### src/design/rtc_pkg.sv
// rtc_pkg: register map, field positions, reset values and codes of the
// transmitter configuration register bank.
// assumes: included before every design file of the bank.
package rtc_pkg;

  // ---------------------------------------------------------------
  // register byte addresses
  // ---------------------------------------------------------------
  localparam logic [7:0] RTC_CHAN12_INTEGER       = 8'h04;
  localparam logic [7:0] RTC_CHAN3_FRACTION_HIGH  = 8'h05;
  localparam logic [7:0] RTC_CHAN3_FRACTION_LOW   = 8'h06;
  localparam logic [7:0] RTC_CHAN4_FRACTION_HIGH  = 8'h07;
  localparam logic [7:0] RTC_CHAN4_FRACTION_LOW   = 8'h08;
  localparam logic [7:0] RTC_CHAN34_INTEGER       = 8'h09;
  localparam logic [7:0] RTC_OUT_DIVIDER_AND_SLEW = 8'h0a;
  localparam logic [7:0] RTC_FSK_DEVIATION_CODE   = 8'h0b;
  localparam logic [7:0] RTC_MODULATION_SET_A     = 8'h0c;
  localparam logic [7:0] RTC_MODULATION_SET_B     = 8'h0d;
  localparam logic [7:0] RTC_DUTY_AND_LOW_LEVEL   = 8'h0e;
  localparam logic [7:0] RTC_ASK_RAMP_CONTROL     = 8'h0f;
  localparam logic [7:0] RTC_FSK_RAMP_CONTROL     = 8'h10;
  localparam logic [7:0] RTC_DIVIDER_COMPARE      = 8'h11;
  localparam logic [7:0] RTC_CLOCK_SOURCE_SCALERS = 8'h12;
  localparam logic [7:0] RTC_UNDERVOLT_ANT_TRIM   = 8'h13;
  localparam logic [7:0] RTC_TRANSMIT_STATUS      = 8'h14;
  localparam logic [7:0] RTC_FIRST_ADDR           = 8'h04;
  localparam int         RTC_NUM_REGS             = 17;

  // ---------------------------------------------------------------
  // reset values and field layout
  // ---------------------------------------------------------------
  localparam logic [7:0] RTC_REG_RESET      = 8'h00;
  localparam logic [4:0] RTC_INT_BASE       = 5'h10;
  localparam logic [7:0] RTC_TRIM_MASK      = 8'h7f;
  localparam int         RTC_ODD_CHAN_LSB   = 4;
  localparam int         RTC_MOD_TYPE_BIT   = 7;
  localparam int         RTC_RANGE_BIT      = 6;
  localparam int         RTC_DEV_QUAD_BIT   = 7;
  localparam int         RTC_DEV_DOUBLE_BIT = 6;
  localparam int         RTC_EDGE_LSB       = 4;
  localparam int         RTC_DUTY_LSB       = 6;
  localparam int         RTC_SRC_LSB        = 5;
  localparam int         RTC_PSC_LSB        = 2;
  localparam int         RTC_UNDERVOLT_THRESHOLD_SEL_LSB       = 5;
  localparam int         RTC_COUNT_LSB      = 4;
  localparam int         RTC_OSC_BIT        = 3;
  localparam int         RTC_UV_BIT         = 2;
  localparam int         RTC_VCO_BIT        = 1;
  localparam int         RTC_LOCK_BIT       = 0;

  // fixed divide by 16 of the reference for source code 000b
  localparam int         RTC_REF_DIV_LOG2   = 4;

  // duty codes, lower band and upper band
  localparam logic [1:0] RTC_DUTY_50 = 2'h0;
  localparam logic [1:0] RTC_DUTY_45 = 2'h1;
  localparam logic [1:0] RTC_DUTY_36 = 2'h2;
  localparam logic [1:0] RTC_DUTY_30 = 2'h3;

  // clock pin source selections, low two bits of the source code
  typedef enum logic [1:0] {
    RTC_SRC_REF16   = 2'h0,
    RTC_SRC_PRESCL  = 2'h1,
    RTC_SRC_DIVIDED = 2'h2,
    RTC_SRC_INVERT  = 2'h3
  } rtc_src_e;

endpackage

### src/design/rtc_reg_mem.sv
// rtc_reg_mem: small byte store for the plain read/write registers,
// with registered read data.
// assumes: one write and one read port, synchronous reset to zero.
`timescale 1ns/1ns
module rtc_reg_mem
  import rtc_pkg::*;
#(
  parameter int DEPTH = RTC_NUM_REGS,
  parameter int AW    = 5
)(
  // clock and reset
  input  wire logic          ref_clk,
  input  wire logic          srst,
  // write port
  input  wire logic          wr_en,
  input  wire logic [AW-1:0] wr_idx,
  input  wire logic [7:0]    wr_data,
  // read port
  input  wire logic [AW-1:0] rd_idx,
  output logic [7:0]         rd_data,
  // whole contents for the decoders
  output logic [7:0]         mem_flat [DEPTH]
);

  // ---------------------------------------------------------------
  // storage
  // ---------------------------------------------------------------
  always_ff @(posedge ref_clk)
  begin
    if (srst)
    begin
      for (int i = 0; i < DEPTH; i++)
        mem_flat[i] <= RTC_REG_RESET;
      rd_data <= RTC_REG_RESET;
    end
    else
    begin
      if (wr_en && (int'(wr_idx) < DEPTH))
        mem_flat[wr_idx] <= wr_data;
      rd_data <= (int'(rd_idx) < DEPTH) ? mem_flat[rd_idx] : RTC_REG_RESET;
    end
  end

endmodule

### src/design/rtc_config_bank.sv
// rtc_config_bank: configuration and status register bank of the
// transmitter, with field decode, clock-out divider chain and status.
// assumes: serial link front end gives byte writes/read requests,
// all inputs synchronous to ref_clk.
//
// What this block does
// - integer code n gives feedback divider integer sixteen plus n
// - two integer codes a byte: odd channel high nibble, even low
// - 16-bit fraction for channels 3 and 4, high byte at lower address
// - one output divider bit per channel, channel 1 highest; 1 halves
// - deviation is code over 2^16 of reference, times 4 and 2 flags
// - divider register bits 5:4 give clock pin edge rate, 0 slowest
// - modulation registers: bit 7 type ask, bit 6 high power range
// - six-bit high level drives high ask bits or fsk constant level
// - transmit selector 0 uses first modulation set, 1 the second
// - duty codes map 50/45/36/30 percent; upper band only 50/45
// - low level drives low ask bits; zero switches amplifier off in ask mode
// - ask ramp time is level difference times ask ramp code
// - fsk ramp time is out divider times two times deviation times code
// - compare stage divides by compare code plus one
// - three-bit source code selects clock pin drive, codes 010, 011 and 1xx gated by amp
// - prescaler divides by two to the prescaler code
// - final stage divides by two to the final stage code
// - bits 6:5 pick undervoltage thresholds, 4:0 antenna trim
// - status bits 7:4 count transmit entries, wrapping on overflow
// - status write or power-down clears counter and clearable flags
// - status 3:0: osc ok, undervolt, vco cal error, lock loss
`timescale 1ns/1ns
module rtc_config_bank
  import rtc_pkg::*;
#(
  parameter int AW = 5
)(
  // clock and reset
  input  wire logic        ref_clk,
  input  wire logic        srst,
  // register access from the serial front end
  input  wire logic        reg_wr,
  input  wire logic        reg_rd,
  input  wire logic [7:0]  reg_addr,
  input  wire logic [7:0]  reg_wdata,
  output logic [7:0]       reg_rdata,
  output logic             reg_rvalid,
  // device mode and event inputs
  input  wire logic        tx_select,
  input  wire logic        tx_entry,
  input  wire logic        power_down,
  input  wire logic        amp_enabled,
  input  wire logic        upper_band,
  input  wire logic        osc_amplitude_ok,
  input  wire logic        undervolt_event,
  input  wire logic        vco_cal_event,
  input  wire logic        lock_loss_event,
  // decoded channel settings
  output logic [4:0]       chan1_feedback_int,
  output logic [4:0]       chan2_feedback_int,
  output logic [4:0]       chan3_feedback_int,
  output logic [4:0]       chan4_feedback_int,
  output logic [15:0]      chan3_fraction_word,
  output logic [15:0]      chan4_fraction_word,
  output logic [3:0]       chan_out_halve,
  // modulation settings
  output logic [10:0]      deviation_scaled,
  output logic [1:0]       clock_pin_edge_rate,
  output logic             mod_is_ask,
  output logic             power_range_high,
  output logic [5:0]       amp_high_level,
  output logic [5:0]       amp_low_level,
  output logic             amp_off_keying,
  output logic [1:0]       amp_duty_sel,
  output logic             duty_invalid,
  output logic [13:0]      ask_ramp_periods,
  output logic [18:0]      fsk_ramp_periods,
  // supply and antenna
  output logic [1:0]       undervolt_threshold_sel,
  output logic [4:0]       antenna_cap_trim,
  // clock output pin and bitrate tick
  output logic             clock_out_pin,
  output logic             clock_out_oe_n,
  output logic             bitrate_tick
);

  // ---------------------------------------------------------------
  // state
  // ---------------------------------------------------------------
  typedef struct packed {
    logic [3:0]  entry_count;
    logic        uv_flag;
    logic        vco_flag;
    logic        lock_flag;
    logic        osc_ok;
    logic        rvalid;
    logic [7:0]  rdata;
    logic [6:0]  ref_div;
    logic        presc_clk;
    logic [7:0]  cmp_cnt;
    logic [2:0]  aft_cnt;
    logic        div_clk;
    logic        pin;
    logic        pin_oe_n;
    logic        tick;
    logic [4:0]  f1;
    logic [4:0]  f2;
    logic [4:0]  f3;
    logic [4:0]  f4;
    logic [15:0] fr3;
    logic [15:0] fr4;
    logic [3:0]  halve;
    logic [10:0] dev;
    logic [1:0]  edge_rate;
    logic        ask;
    logic        hirange;
    logic [5:0]  hlvl;
    logic [5:0]  llvl;
    logic        ook;
    logic [1:0]  duty;
    logic        duty_bad;
    logic [13:0] aramp;
    logic [18:0] framp;
    logic [1:0]  uvsel;
    logic [4:0]  trim;
  } rtc_state_s;

  rtc_state_s st_reg;
  rtc_state_s st_next;

  logic [7:0]    mem_flat [RTC_NUM_REGS];
  logic          mem_wr;
  logic [AW-1:0] mem_widx;
  logic [7:0]    mem_wdata;
  logic [AW-1:0] mem_ridx;

  function automatic logic [AW-1:0] reg_index(input logic [7:0] addr);
    logic [7:0] d;
    d = addr - RTC_FIRST_ADDR;
    return d[AW-1:0];
  endfunction

  function automatic logic in_map(input logic [7:0] addr);
    return (addr >= RTC_FIRST_ADDR) && (addr <= RTC_TRANSMIT_STATUS);
  endfunction

  function automatic logic [7:0] reg_of(input logic [7:0] addr);
    return mem_flat[reg_index(addr)];
  endfunction

  function automatic logic [4:0] feedback_int(input logic [3:0] code);
    return RTC_INT_BASE + {1'b0, code};
  endfunction

  // ---------------------------------------------------------------
  // register store
  // ---------------------------------------------------------------
  assign mem_wr    = reg_wr && in_map(reg_addr) && (reg_addr != RTC_TRANSMIT_STATUS);
  assign mem_widx  = reg_index(reg_addr);
  assign mem_wdata = (reg_addr == RTC_UNDERVOLT_ANT_TRIM) ? (reg_wdata & RTC_TRIM_MASK)
                                                         : reg_wdata;
  assign mem_ridx  = reg_index(reg_addr);

  rtc_reg_mem #(
    .DEPTH (RTC_NUM_REGS),
    .AW    (AW)
  ) u_mem (
    .ref_clk  (ref_clk),
    .srst     (srst),
    .wr_en    (mem_wr),
    .wr_idx   (mem_widx),
    .wr_data  (mem_wdata),
    .rd_idx   (mem_ridx),
    .rd_data  (),
    .mem_flat (mem_flat)
  );

  // ---------------------------------------------------------------
  // next state
  // ---------------------------------------------------------------
  always_comb
  begin
    logic [7:0]  r_int12;
    logic [7:0]  r_int34;
    logic [7:0]  r_out_divider_and_slew;
    logic [7:0]  r_dev;
    logic [7:0]  r_mod;
    logic [7:0]  r_duty;
    logic [7:0]  r_cmp;
    logic [7:0]  r_src;
    logic [7:0]  r_trim;
    logic [2:0]  src;
    logic [2:0]  prescaler_ratio;
    logic [1:0]  final_stage_ratio;
    logic [6:0]  pmask;
    logic        pre_tick;
    logic        cmp_tick;
    logic [2:0]  amask;
    logic        chosen;
    logic [5:0]  ldiff;
    logic [1:0]  out_divider_and_slew;
    logic        clr;
    r_int12  = reg_of(RTC_CHAN12_INTEGER);
    r_int34  = reg_of(RTC_CHAN34_INTEGER);
    r_out_divider_and_slew   = reg_of(RTC_OUT_DIVIDER_AND_SLEW);
    r_dev    = reg_of(RTC_FSK_DEVIATION_CODE);
    r_mod    = tx_select ? reg_of(RTC_MODULATION_SET_B)
                         : reg_of(RTC_MODULATION_SET_A);
    r_duty   = reg_of(RTC_DUTY_AND_LOW_LEVEL);
    r_cmp    = reg_of(RTC_DIVIDER_COMPARE);
    r_src    = reg_of(RTC_CLOCK_SOURCE_SCALERS);
    r_trim   = reg_of(RTC_UNDERVOLT_ANT_TRIM);
    src      = r_src[RTC_SRC_LSB +: 3];
    prescaler_ratio      = r_src[RTC_PSC_LSB +: 3];
    final_stage_ratio      = r_src[1:0];
    out_divider_and_slew     = 2'h1 + {1'b0, tx_select ? r_out_divider_and_slew[2] : r_out_divider_and_slew[3]};
    chosen   = 1'b0;
    st_next  = st_reg;

    // decoded settings
    st_next.f1    = feedback_int(r_int12[RTC_ODD_CHAN_LSB +: 4]);
    st_next.f2    = feedback_int(r_int12[3:0]);
    st_next.f3    = feedback_int(r_int34[RTC_ODD_CHAN_LSB +: 4]);
    st_next.f4    = feedback_int(r_int34[3:0]);
    st_next.fr3   = {reg_of(RTC_CHAN3_FRACTION_HIGH), reg_of(RTC_CHAN3_FRACTION_LOW)};
    st_next.fr4   = {reg_of(RTC_CHAN4_FRACTION_HIGH), reg_of(RTC_CHAN4_FRACTION_LOW)};
    st_next.halve = r_out_divider_and_slew[3:0];
    st_next.dev   = 11'({3'h0, r_dev} << ({1'b0, r_out_divider_and_slew[RTC_DEV_QUAD_BIT], 1'b0}
                    + {2'h0, r_out_divider_and_slew[RTC_DEV_DOUBLE_BIT]}));
    st_next.edge_rate = r_out_divider_and_slew[RTC_EDGE_LSB +: 2];
    st_next.ask     = r_mod[RTC_MOD_TYPE_BIT];
    st_next.hirange = r_mod[RTC_RANGE_BIT];
    st_next.hlvl    = r_mod[5:0];
    st_next.llvl    = r_duty[5:0];
    st_next.ook     = (r_duty[5:0] == 6'h00) && r_mod[RTC_MOD_TYPE_BIT];
    st_next.duty    = r_duty[RTC_DUTY_LSB +: 2];
    st_next.duty_bad = upper_band && (r_duty[RTC_DUTY_LSB +: 2] != RTC_DUTY_50)
                       && (r_duty[RTC_DUTY_LSB +: 2] != RTC_DUTY_45);
    ldiff = (r_mod[5:0] > r_duty[5:0]) ? (r_mod[5:0] - r_duty[5:0]) : 6'h00;
    st_next.aramp = 14'(ldiff) * 14'(reg_of(RTC_ASK_RAMP_CONTROL));
    st_next.framp = 19'(out_divider_and_slew) * 19'h2 * 19'(r_dev) * 19'(reg_of(RTC_FSK_RAMP_CONTROL));
    st_next.uvsel = r_trim[RTC_UNDERVOLT_THRESHOLD_SEL_LSB +: 2];
    st_next.trim  = r_trim[4:0];

    // divider chain
    st_next.ref_div = st_reg.ref_div + 7'h01;
    pmask    = 7'((8'h01 << prescaler_ratio) - 8'h01);
    pre_tick = (prescaler_ratio == 3'h0) || ((st_reg.ref_div & pmask) == pmask);
    st_next.presc_clk = (prescaler_ratio == 3'h0) ? ~st_reg.presc_clk : st_reg.ref_div[prescaler_ratio - 3'h1];
    cmp_tick = 1'b0;
    if (pre_tick)
    begin
      if (st_reg.cmp_cnt >= r_cmp)
      begin
        st_next.cmp_cnt = 8'h00;
        cmp_tick = 1'b1;
      end
      else
        st_next.cmp_cnt = st_reg.cmp_cnt + 8'h01;
    end
    amask = 3'((4'h1 << final_stage_ratio) - 4'h1);
    st_next.tick = 1'b0;
    if (cmp_tick)
    begin
      st_next.aft_cnt = st_reg.aft_cnt + 3'h1;
      if ((st_reg.aft_cnt & amask) == amask)
      begin
        st_next.aft_cnt = 3'h0;
        st_next.div_clk = ~st_reg.div_clk;
        st_next.tick    = 1'b1;
      end
    end

    // clock pin source
    case (rtc_src_e'(src[1:0]))
      RTC_SRC_REF16:   chosen = st_reg.ref_div[RTC_REF_DIV_LOG2 - 1];
      RTC_SRC_PRESCL:  chosen = st_reg.presc_clk;
      RTC_SRC_DIVIDED: chosen = st_reg.div_clk;
      default:         chosen = ~st_reg.div_clk;
    endcase
    if (src[2])
    begin
      st_next.pin      = amp_enabled ? chosen : 1'b1;
      st_next.pin_oe_n = ~amp_enabled;
    end
    else
    begin
      st_next.pin_oe_n = 1'b0;
      if ((src[1:0] == 2'h2) && !amp_enabled)
        st_next.pin = 1'b0;
      else if ((src[1:0] == 2'h3) && !amp_enabled)
        st_next.pin = 1'b1;
      else
        st_next.pin = chosen;
    end

    // status: clear then set, so a same-cycle event survives
    clr = power_down || (reg_wr && (reg_addr == RTC_TRANSMIT_STATUS));
    if (clr)
    begin
      st_next.entry_count = 4'h0;
      st_next.uv_flag     = 1'b0;
      st_next.vco_flag    = 1'b0;
      st_next.lock_flag   = 1'b0;
    end
    if (tx_entry)
      st_next.entry_count = (clr ? 4'h0 : st_reg.entry_count) + 4'h1;
    if (undervolt_event)
      st_next.uv_flag = 1'b1;
    if (vco_cal_event)
      st_next.vco_flag = 1'b1;
    if (lock_loss_event)
      st_next.lock_flag = 1'b1;
    st_next.osc_ok = osc_amplitude_ok;

    // read pipeline
    st_next.rvalid = reg_rd;
    if (!in_map(reg_addr))
      st_next.rdata = RTC_REG_RESET;
    else if (reg_addr == RTC_TRANSMIT_STATUS)
      st_next.rdata = {st_reg.entry_count, st_reg.osc_ok, st_reg.uv_flag,
                       st_reg.vco_flag, st_reg.lock_flag};
    else
      st_next.rdata = reg_of(reg_addr);
  end

  // ---------------------------------------------------------------
  // state register
  // ---------------------------------------------------------------
  always_ff @(posedge ref_clk)
  begin
    if (srst)
      st_reg <= '0;
    else
      st_reg <= st_next;
  end

  // ---------------------------------------------------------------
  // outputs
  // ---------------------------------------------------------------
  assign reg_rdata               = st_reg.rdata;
  assign reg_rvalid              = st_reg.rvalid;
  assign chan1_feedback_int      = st_reg.f1;
  assign chan2_feedback_int      = st_reg.f2;
  assign chan3_feedback_int      = st_reg.f3;
  assign chan4_feedback_int      = st_reg.f4;
  assign chan3_fraction_word     = st_reg.fr3;
  assign chan4_fraction_word     = st_reg.fr4;
  assign chan_out_halve          = st_reg.halve;
  assign deviation_scaled        = st_reg.dev;
  assign clock_pin_edge_rate     = st_reg.edge_rate;
  assign mod_is_ask              = st_reg.ask;
  assign power_range_high        = st_reg.hirange;
  assign amp_high_level          = st_reg.hlvl;
  assign amp_low_level           = st_reg.llvl;
  assign amp_off_keying          = st_reg.ook;
  assign amp_duty_sel            = st_reg.duty;
  assign duty_invalid            = st_reg.duty_bad;
  assign ask_ramp_periods        = st_reg.aramp;
  assign fsk_ramp_periods        = st_reg.framp;
  assign undervolt_threshold_sel = st_reg.uvsel;
  assign antenna_cap_trim        = st_reg.trim;
  assign clock_out_pin           = st_reg.pin;
  assign clock_out_oe_n          = st_reg.pin_oe_n;
  assign bitrate_tick            = st_reg.tick;

endmodule

### config.mk
export PLATFORM = sky130hd
export DESIGN_NAME = rtc_config_bank
export DESIGN_NICKNAME = d
export VERILOG_FILES = /design/src/design/rtc_pkg.sv /design/src/design/rtc_reg_mem.sv /design/src/design/rtc_config_bank.sv
export SDC_FILE = /design/constraint.sdc
export NUM_CORES = 1
export LEC_CHECK = 0
export ABC_AREA = 1
export ABC_CLOCK_PERIOD_IN_PS = 5000
export BUFFER_PORTS_ARGS = -buffer_cell sky130_fd_sc_hd__buf_4
export CAP_MARGIN = 30
export CORE_ASPECT_RATIO = 1.5
export CORE_MARGIN = 2
export CORE_UTILIZATION = 54
export DETAILED_ROUTE_END_ITERATION = 8
export GPL_ROUTABILITY_DRIVEN = 0
export PLACE_DENSITY_LB_ADDON = 0.2
export SLEW_MARGIN = 0
export SYNTH_ARGS = -nofsm -noshare
export SYNTH_HDL_FRONTEND = slang
export SYNTH_SLANG_ARGS = --single-unit
### constraint.sdc
create_clock -name ref_clk -period 5 [get_ports ref_clk]
set_input_delay 0.75 -clock ref_clk [delete_from_list [all_inputs] [get_ports ref_clk]]
set_output_delay 0.75 -clock ref_clk [all_outputs]
set_load 0.02 [all_outputs]
* Word-level counts from Yosys, hierarchy flattened
Index checks and enable logic that the tools add are counted.
** Storage, ports and cells
- Register bits after elaboration :: 303
- Input port bits :: 29
- Logic and storage cells :: 156
** Cells by class
- $add $sub $neg :: 15
- Multiply operators :: 3
- Magnitude comparators :: 8
- Eq/ne operators :: 9
- Shift-type cells :: 3
- Mux-type cells :: 30
- Bitwise gates (word level) :: 9
- Reduce and logical (&&, ||, !) cells :: 26
** Operators with widths (number)
- 136-bit bitwise mux :: 1
- 8-bit two-way mux :: 7
- 8-bit binary-select mux with 5-bit select :: 1
- 8-bit demux with 5-bit select :: 1
- 5-bit by 4-bit adder with 5-bit output (first input constant) :: 4
- 10-bit by 8-bit multiplier with 18-bit output :: 1
- 8-bit by 5-bit equality test with 1-bit output (second input constant) :: 2
- 6-bit by 8-bit multiplier with 14-bit output :: 1
- 1-bit two-way mux :: 12
- 4-bit two-way mux :: 3
- 1-bit logical AND :: 11
- 8-bit by 3-bit left shift with 11-bit output :: 1
- 2-bit by 8-bit multiplier with 10-bit output :: 1
- 2-bit nonzero test :: 5
- 8-bit by 1-bit adder with 8-bit output (second input constant) :: 1
- 8-bit by 3-bit greater-or-equal comparator with 1-bit output (second input constant) :: 1
- 8-bit greater-or-equal comparator :: 1
- 8-bit by 5-bit <= comparator with 1-bit output (second input constant) :: 1
- 8-bit by 5-bit != test with 1-bit output (second input constant) :: 1
- 7-bit by 1-bit adder with 7-bit output (second input constant) :: 1
- 7-bit AND :: 1
- 7-bit equality test :: 1
- 7-bit two-way mux :: 1
- 1-bit by 3-bit left shift with 7-bit output (first input constant) :: 1
- other kinds (32) :: 42

* Depth between registers and ports, before layout
- Depth after elaboration :: 8
- Depth in mapped cells :: 32
- Gate-level depth less buffers :: 32

* Cells and area by module
Synthesis repeated with hierarchy kept, for this count alone.
** Unflattened totals
- Cells, all modules :: 2837
- Area, all modules :: 19393.6 um2
** Modules (own cells, without submodules)
- rtc_config_bank :: instances 1, cells each 1711, area each 12341.8 um2, sequential area each 3263.1 um2
- rtc_reg_mem :: instances 1, cells each 1126, area each 7051.8 um2, sequential area each 2882.8 um2

* Worst setup path before layout
Ideal clock, no wire load.
- Path kind :: input port to flip-flop
- Start point :: in tx_select
- End point :: reg st_reg (netlist bit ask_ramp_periods[11])
- Setup time :: 0.113 ns
- Arrival :: 5.304 ns
- Data required time :: 4.887 ns
- Path slack :: -0.417 ns
- Cell stages on the path :: 28
- Cells stage by stage :: clkbuf_1 > nand2_1 > o21ai_0 > ha_1 > inv_1 > fa_1 > nand2_1 > nand2_1 > a21oi_1 > nor2_1 > nor2_1 > o21bai_1 > nand2_1 > inv_1 > nand2_1 > inv_1 > nand2_1 > fa_1 > fa_1 > fa_1 > inv_1 > ha_1 > a21oi_1 > o221ai_1 > a21oi_1 > o21bai_1 > nor2_1 > nor2_1
** Between the ends
- Word-level cells in the longest chain between the ends :: 4
** Ends and longest elaborated chain
- start, declared :: line rtc_config_bank.sv:45 : input wire logic tx_select,
- 8-bit two-way mux (*) :: line rtc_config_bank.sv:203 : r_mod = tx_select ? reg_of(RTC_MODULATION_SET_B)
- 6-bit subtractor or 6-bit > comparator (tied branches) :: line rtc_config_bank.sv:235 : ldiff = (r_mod[5:0] > r_duty[5:0]) ? (r_mod[5:0] - r_duty[5:0]) : 6'h00;
- 6-bit two-way mux (*) :: line rtc_config_bank.sv:235
- 6-bit by 8-bit multiplier with 14-bit output (*) :: line rtc_config_bank.sv:236 : st_next.aramp = 14'(ldiff) * 14'(reg_of(RTC_ASK_RAMP_CONTROL));
- end signal, assigned :: line rtc_config_bank.sv:331 : st_reg <= st_next;
- end, declared :: line rtc_config_bank.sv:124 : rtc_state_s st_reg;
Every way passes the cells marked *; elsewhere a longest branch is shown, timed or not.
A chain may end at the register's enable or synchronous reset.

* Worst setup path after layout
- Start point :: reg u_mem.mem_flat[56] (netlist bit)
- End point :: reg st_reg (netlist bit ask_ramp_periods[12])
** Between the ends
- Word-level cells in the longest chain between the ends :: 4
** Ends and longest elaborated chain
- start, declared :: line rtc_reg_mem.sv:22 : output logic [7:0] mem_flat [DEPTH]
- start signal, assigned by index :: line rtc_reg_mem.sv:39 : mem_flat[wr_idx] <= wr_data;
- 8-bit two-way mux (*) :: line rtc_config_bank.sv:203
- 6-bit subtractor or 6-bit > comparator (tied branches) :: line rtc_config_bank.sv:235
- 6-bit two-way mux (*) :: line rtc_config_bank.sv:235
- 6-bit by 8-bit multiplier with 14-bit output (*) :: line rtc_config_bank.sv:236
Marked as above.

==> impl_metrics.toml <==
[grt]
grt_pass1_vias = 13620
grt.met1_usage_pct = 30.91
use_met3_pct = 2.908
track_usage_pct = 26.43
grt_max_degree = 91
antenna_found_initial = 0
busiest_layer = "met2"
grt-ovfl-total = 0
grt_util_met2_pct = 49.47
grt_pass1_wl_um = 68230

[placement]
hpwl_um = 32320
place_inst = 2600
port_buffers = 166
placed_area_um2 = 17820

[setup_path]
worstPathArrival_ns = 5.26
crit_path_end_kind = "flip-flop"
critical_path.slowest_cell = "fa_1"
critPathLaunchType = "flip-flop"
cp.required_ns = 5.44
crit_fanout = 7
cpPeakStageDelay_ns = 0.54
crit_type = "flip-flop to flip-flop"

[yosys]
synthAdderAreaFrac_pct = 15.65
ys.warnings.count = 0
synth-edff-count = 0
synthArstFlopShare_pct = 0
synth_top_family_by_area = "compound AO/OA/AOI/OAI gates"
synth_mux_area_share_pct = 0
synth-simple-area-share_pct = 14.87
synth_xor_area_share_pct = 0.4778
synth.distinct_cells = 45
synth_flop_cell = "dfxtp_1"
yosysTopAreaCell = "dfxtp_1"
synth_area_um2 = 16500
ys_seq_elements = 299
yosysTopAreaCellShare_pct = 36.28
seq_area_frac_synth_pct = 36.28
synth_area_leaders = "dfxtp_1 36%, fa_1 9.0%, inv_1 7.7%"
synth_compound_area_share_pct = 16.97
syn_inst = 2136
avgSynthCellArea_um2 = 7.723

[clocking]
numClockSinks = 299
clkTransAtPathRegs_ns = 0.07
htree_levels = 1
cts_inserted_buffers = 28
cts_tree = "done"
cts-root-buf = "clkbuf_16"
clk_path_buf_depth = 3
cts_hold_buf = 0
clk_latency_ns = 0.56

[power]
power_frac_comb_pct = 4.5
total_power_mw = 4.857
p_sw_mw = 1.103
p_clk_share_pct = 46.1
leakage_nw = 8.338
p_int_mw = 3.754
seqPwrFrac_pct = 49.4
vdd_ir_drop_max_mv = 0.3117
sw_frac_of_total_pct = 22.71
power.density_nw_per_um2 = 255.8

[finish]
diodes = 0
largest_reg_flops = 136
fin_cells = 2657
final_layout_size_suffix_gt1_share_pct = 17.59
mostFrequentLayoutCells = "328 x inv_1, 299 x dfxtp_1, 275 x buf_4, 259 x nand2_1, 226 x nor2_1"
fillers = 2652
final_common_cell = "inv_1"
multi_input_area_um2 = 8174
seq_area_um2 = 5986
stdcell_area_um2 = 18990
syn2layout_area_growth_pct = 15.11
nNetsFinal = 2426

[timing]
final-hold-violation-count = 0
finalCritPeriodShare_pct = 96.37
worst_pin_slew_ns = 0.9937
fin_skew_ns = 0.01415
final.min_clock_period_ns = 4.819
slew_headroom_pct = 33.76
fmaxAchievable_mhz = 207.5
slew_viol_final = 0
setup_viol = 0

[drt]
drc = 0
wl_per_cell_um = 16.38
drt-total-wl_um = 43510
drt-initial-drc-count = 1040
drtPass1Iterations = 7
vias = 14160
vias_per_cell = 5.330
ant_nets = 0

[run]
cap_violations = 0

[floorplanning]
placement_rows = 78
die_width_um = 146.7
io-pin-count = 168
start_util_pct = 54.71
fp.coreArea_um2 = 30160
die_h_um = 218.1
dieArea_um2 = 31990

[worst_hold_path]
hold_class = "input port to flip-flop"

[status]
status = "complete, no violations"
[path summary, 6_finish.rpt]
path | start | endpoint | slack (ns) | cells past startpoint
setup reg to reg | u_mem.mem_flat[56] | ask_ramp_periods[12] | 0.18 | 28
setup / recovery | u_mem.mem_flat[56] | ask_ramp_periods[12] | 0.18 | 28
hold / removal | reg_rd | reg_rvalid | 0.39 | 3
hold reg to reg | u_mem.mem_flat[1] | u_mem.mem_flat[1] | 0.45 | 2
[metal layers]
metal	routed length (µm)	vias to the layer above
li1	-	6926
met1	16710	6629
met2	22620	507
met3	2647	101
met4	1532	0
met5	0	-
[critical path, delay by kind of cell, from the launching register on]
family          cells  cell delay, ns
buf+inv             6            0.43
fa+ha+maj           6            2.37
compound gates      4            0.38
flops               1            0.31
simple gates       12            1.20
[cell families after synthesis]
logic type / count (synthesis)
AOI/OAI and AO/OA: 515
DFF: 299
buffers and inverters: 549
adders and majority gates: 162
and+or+nand+nor: 601
other: 1
xor gates and xnor gates: 9
[through the flow]
stage	util, %	setup TNS [ns]	worst slack, ns	hold slack (ns)
floorplan	-	-0.1075	-0.07070	0.4244
global placement	59.07	-3.516	-0.3012	0.4312
detailed placement	59.09	-5.721	-0.4691	0.4384
CTS	62.30	0	0.09371	0.3814
global route	62.97	-0.07404	-0.07404	0.4064
finish	62.97	0	0.1814	0.3943
[synthesized netlist by cell type (38+ instances only)]
master / count
inv_1: 338
dfxtp_1: 299
nand2_1: 269
nor2_1: 234
a21oi_1: 215
o21ai_0: 201
buf_4: 133
ha_1: 88
fa_1: 74
clkbuf_1: 54
o22ai_1: 41
nand3_1: 38
[timing repair]
action | CTS | global route
buffers inserted | 0 | 5
setup endpoints to repair | 0 | 15
resized for setup | 0 | 50
[power by group through the flow]
stage	registers, mW	clock network, mW	logic (mW)
floorplan	2.45	0	0.123
global placement	2.45	0	0.203
detailed placement	2.45	0	0.206
CTS	2.40	2.28	0.207
global route	2.40	2.37	0.234
finish	2.40	2.24	0.217
[cell type report]
class / instances / share of cell area [%]
timing repair buffer: 276 / 10.93
tap: 400 / 2.636
inverter: 341 / 6.773
clock buffer: 35 / 4.046
sequential: 299 / 31.52
multi-input combinational: 1289 / 43.05
clock inverter: 17 / 1.048
(Power assumes the default switching activity.)
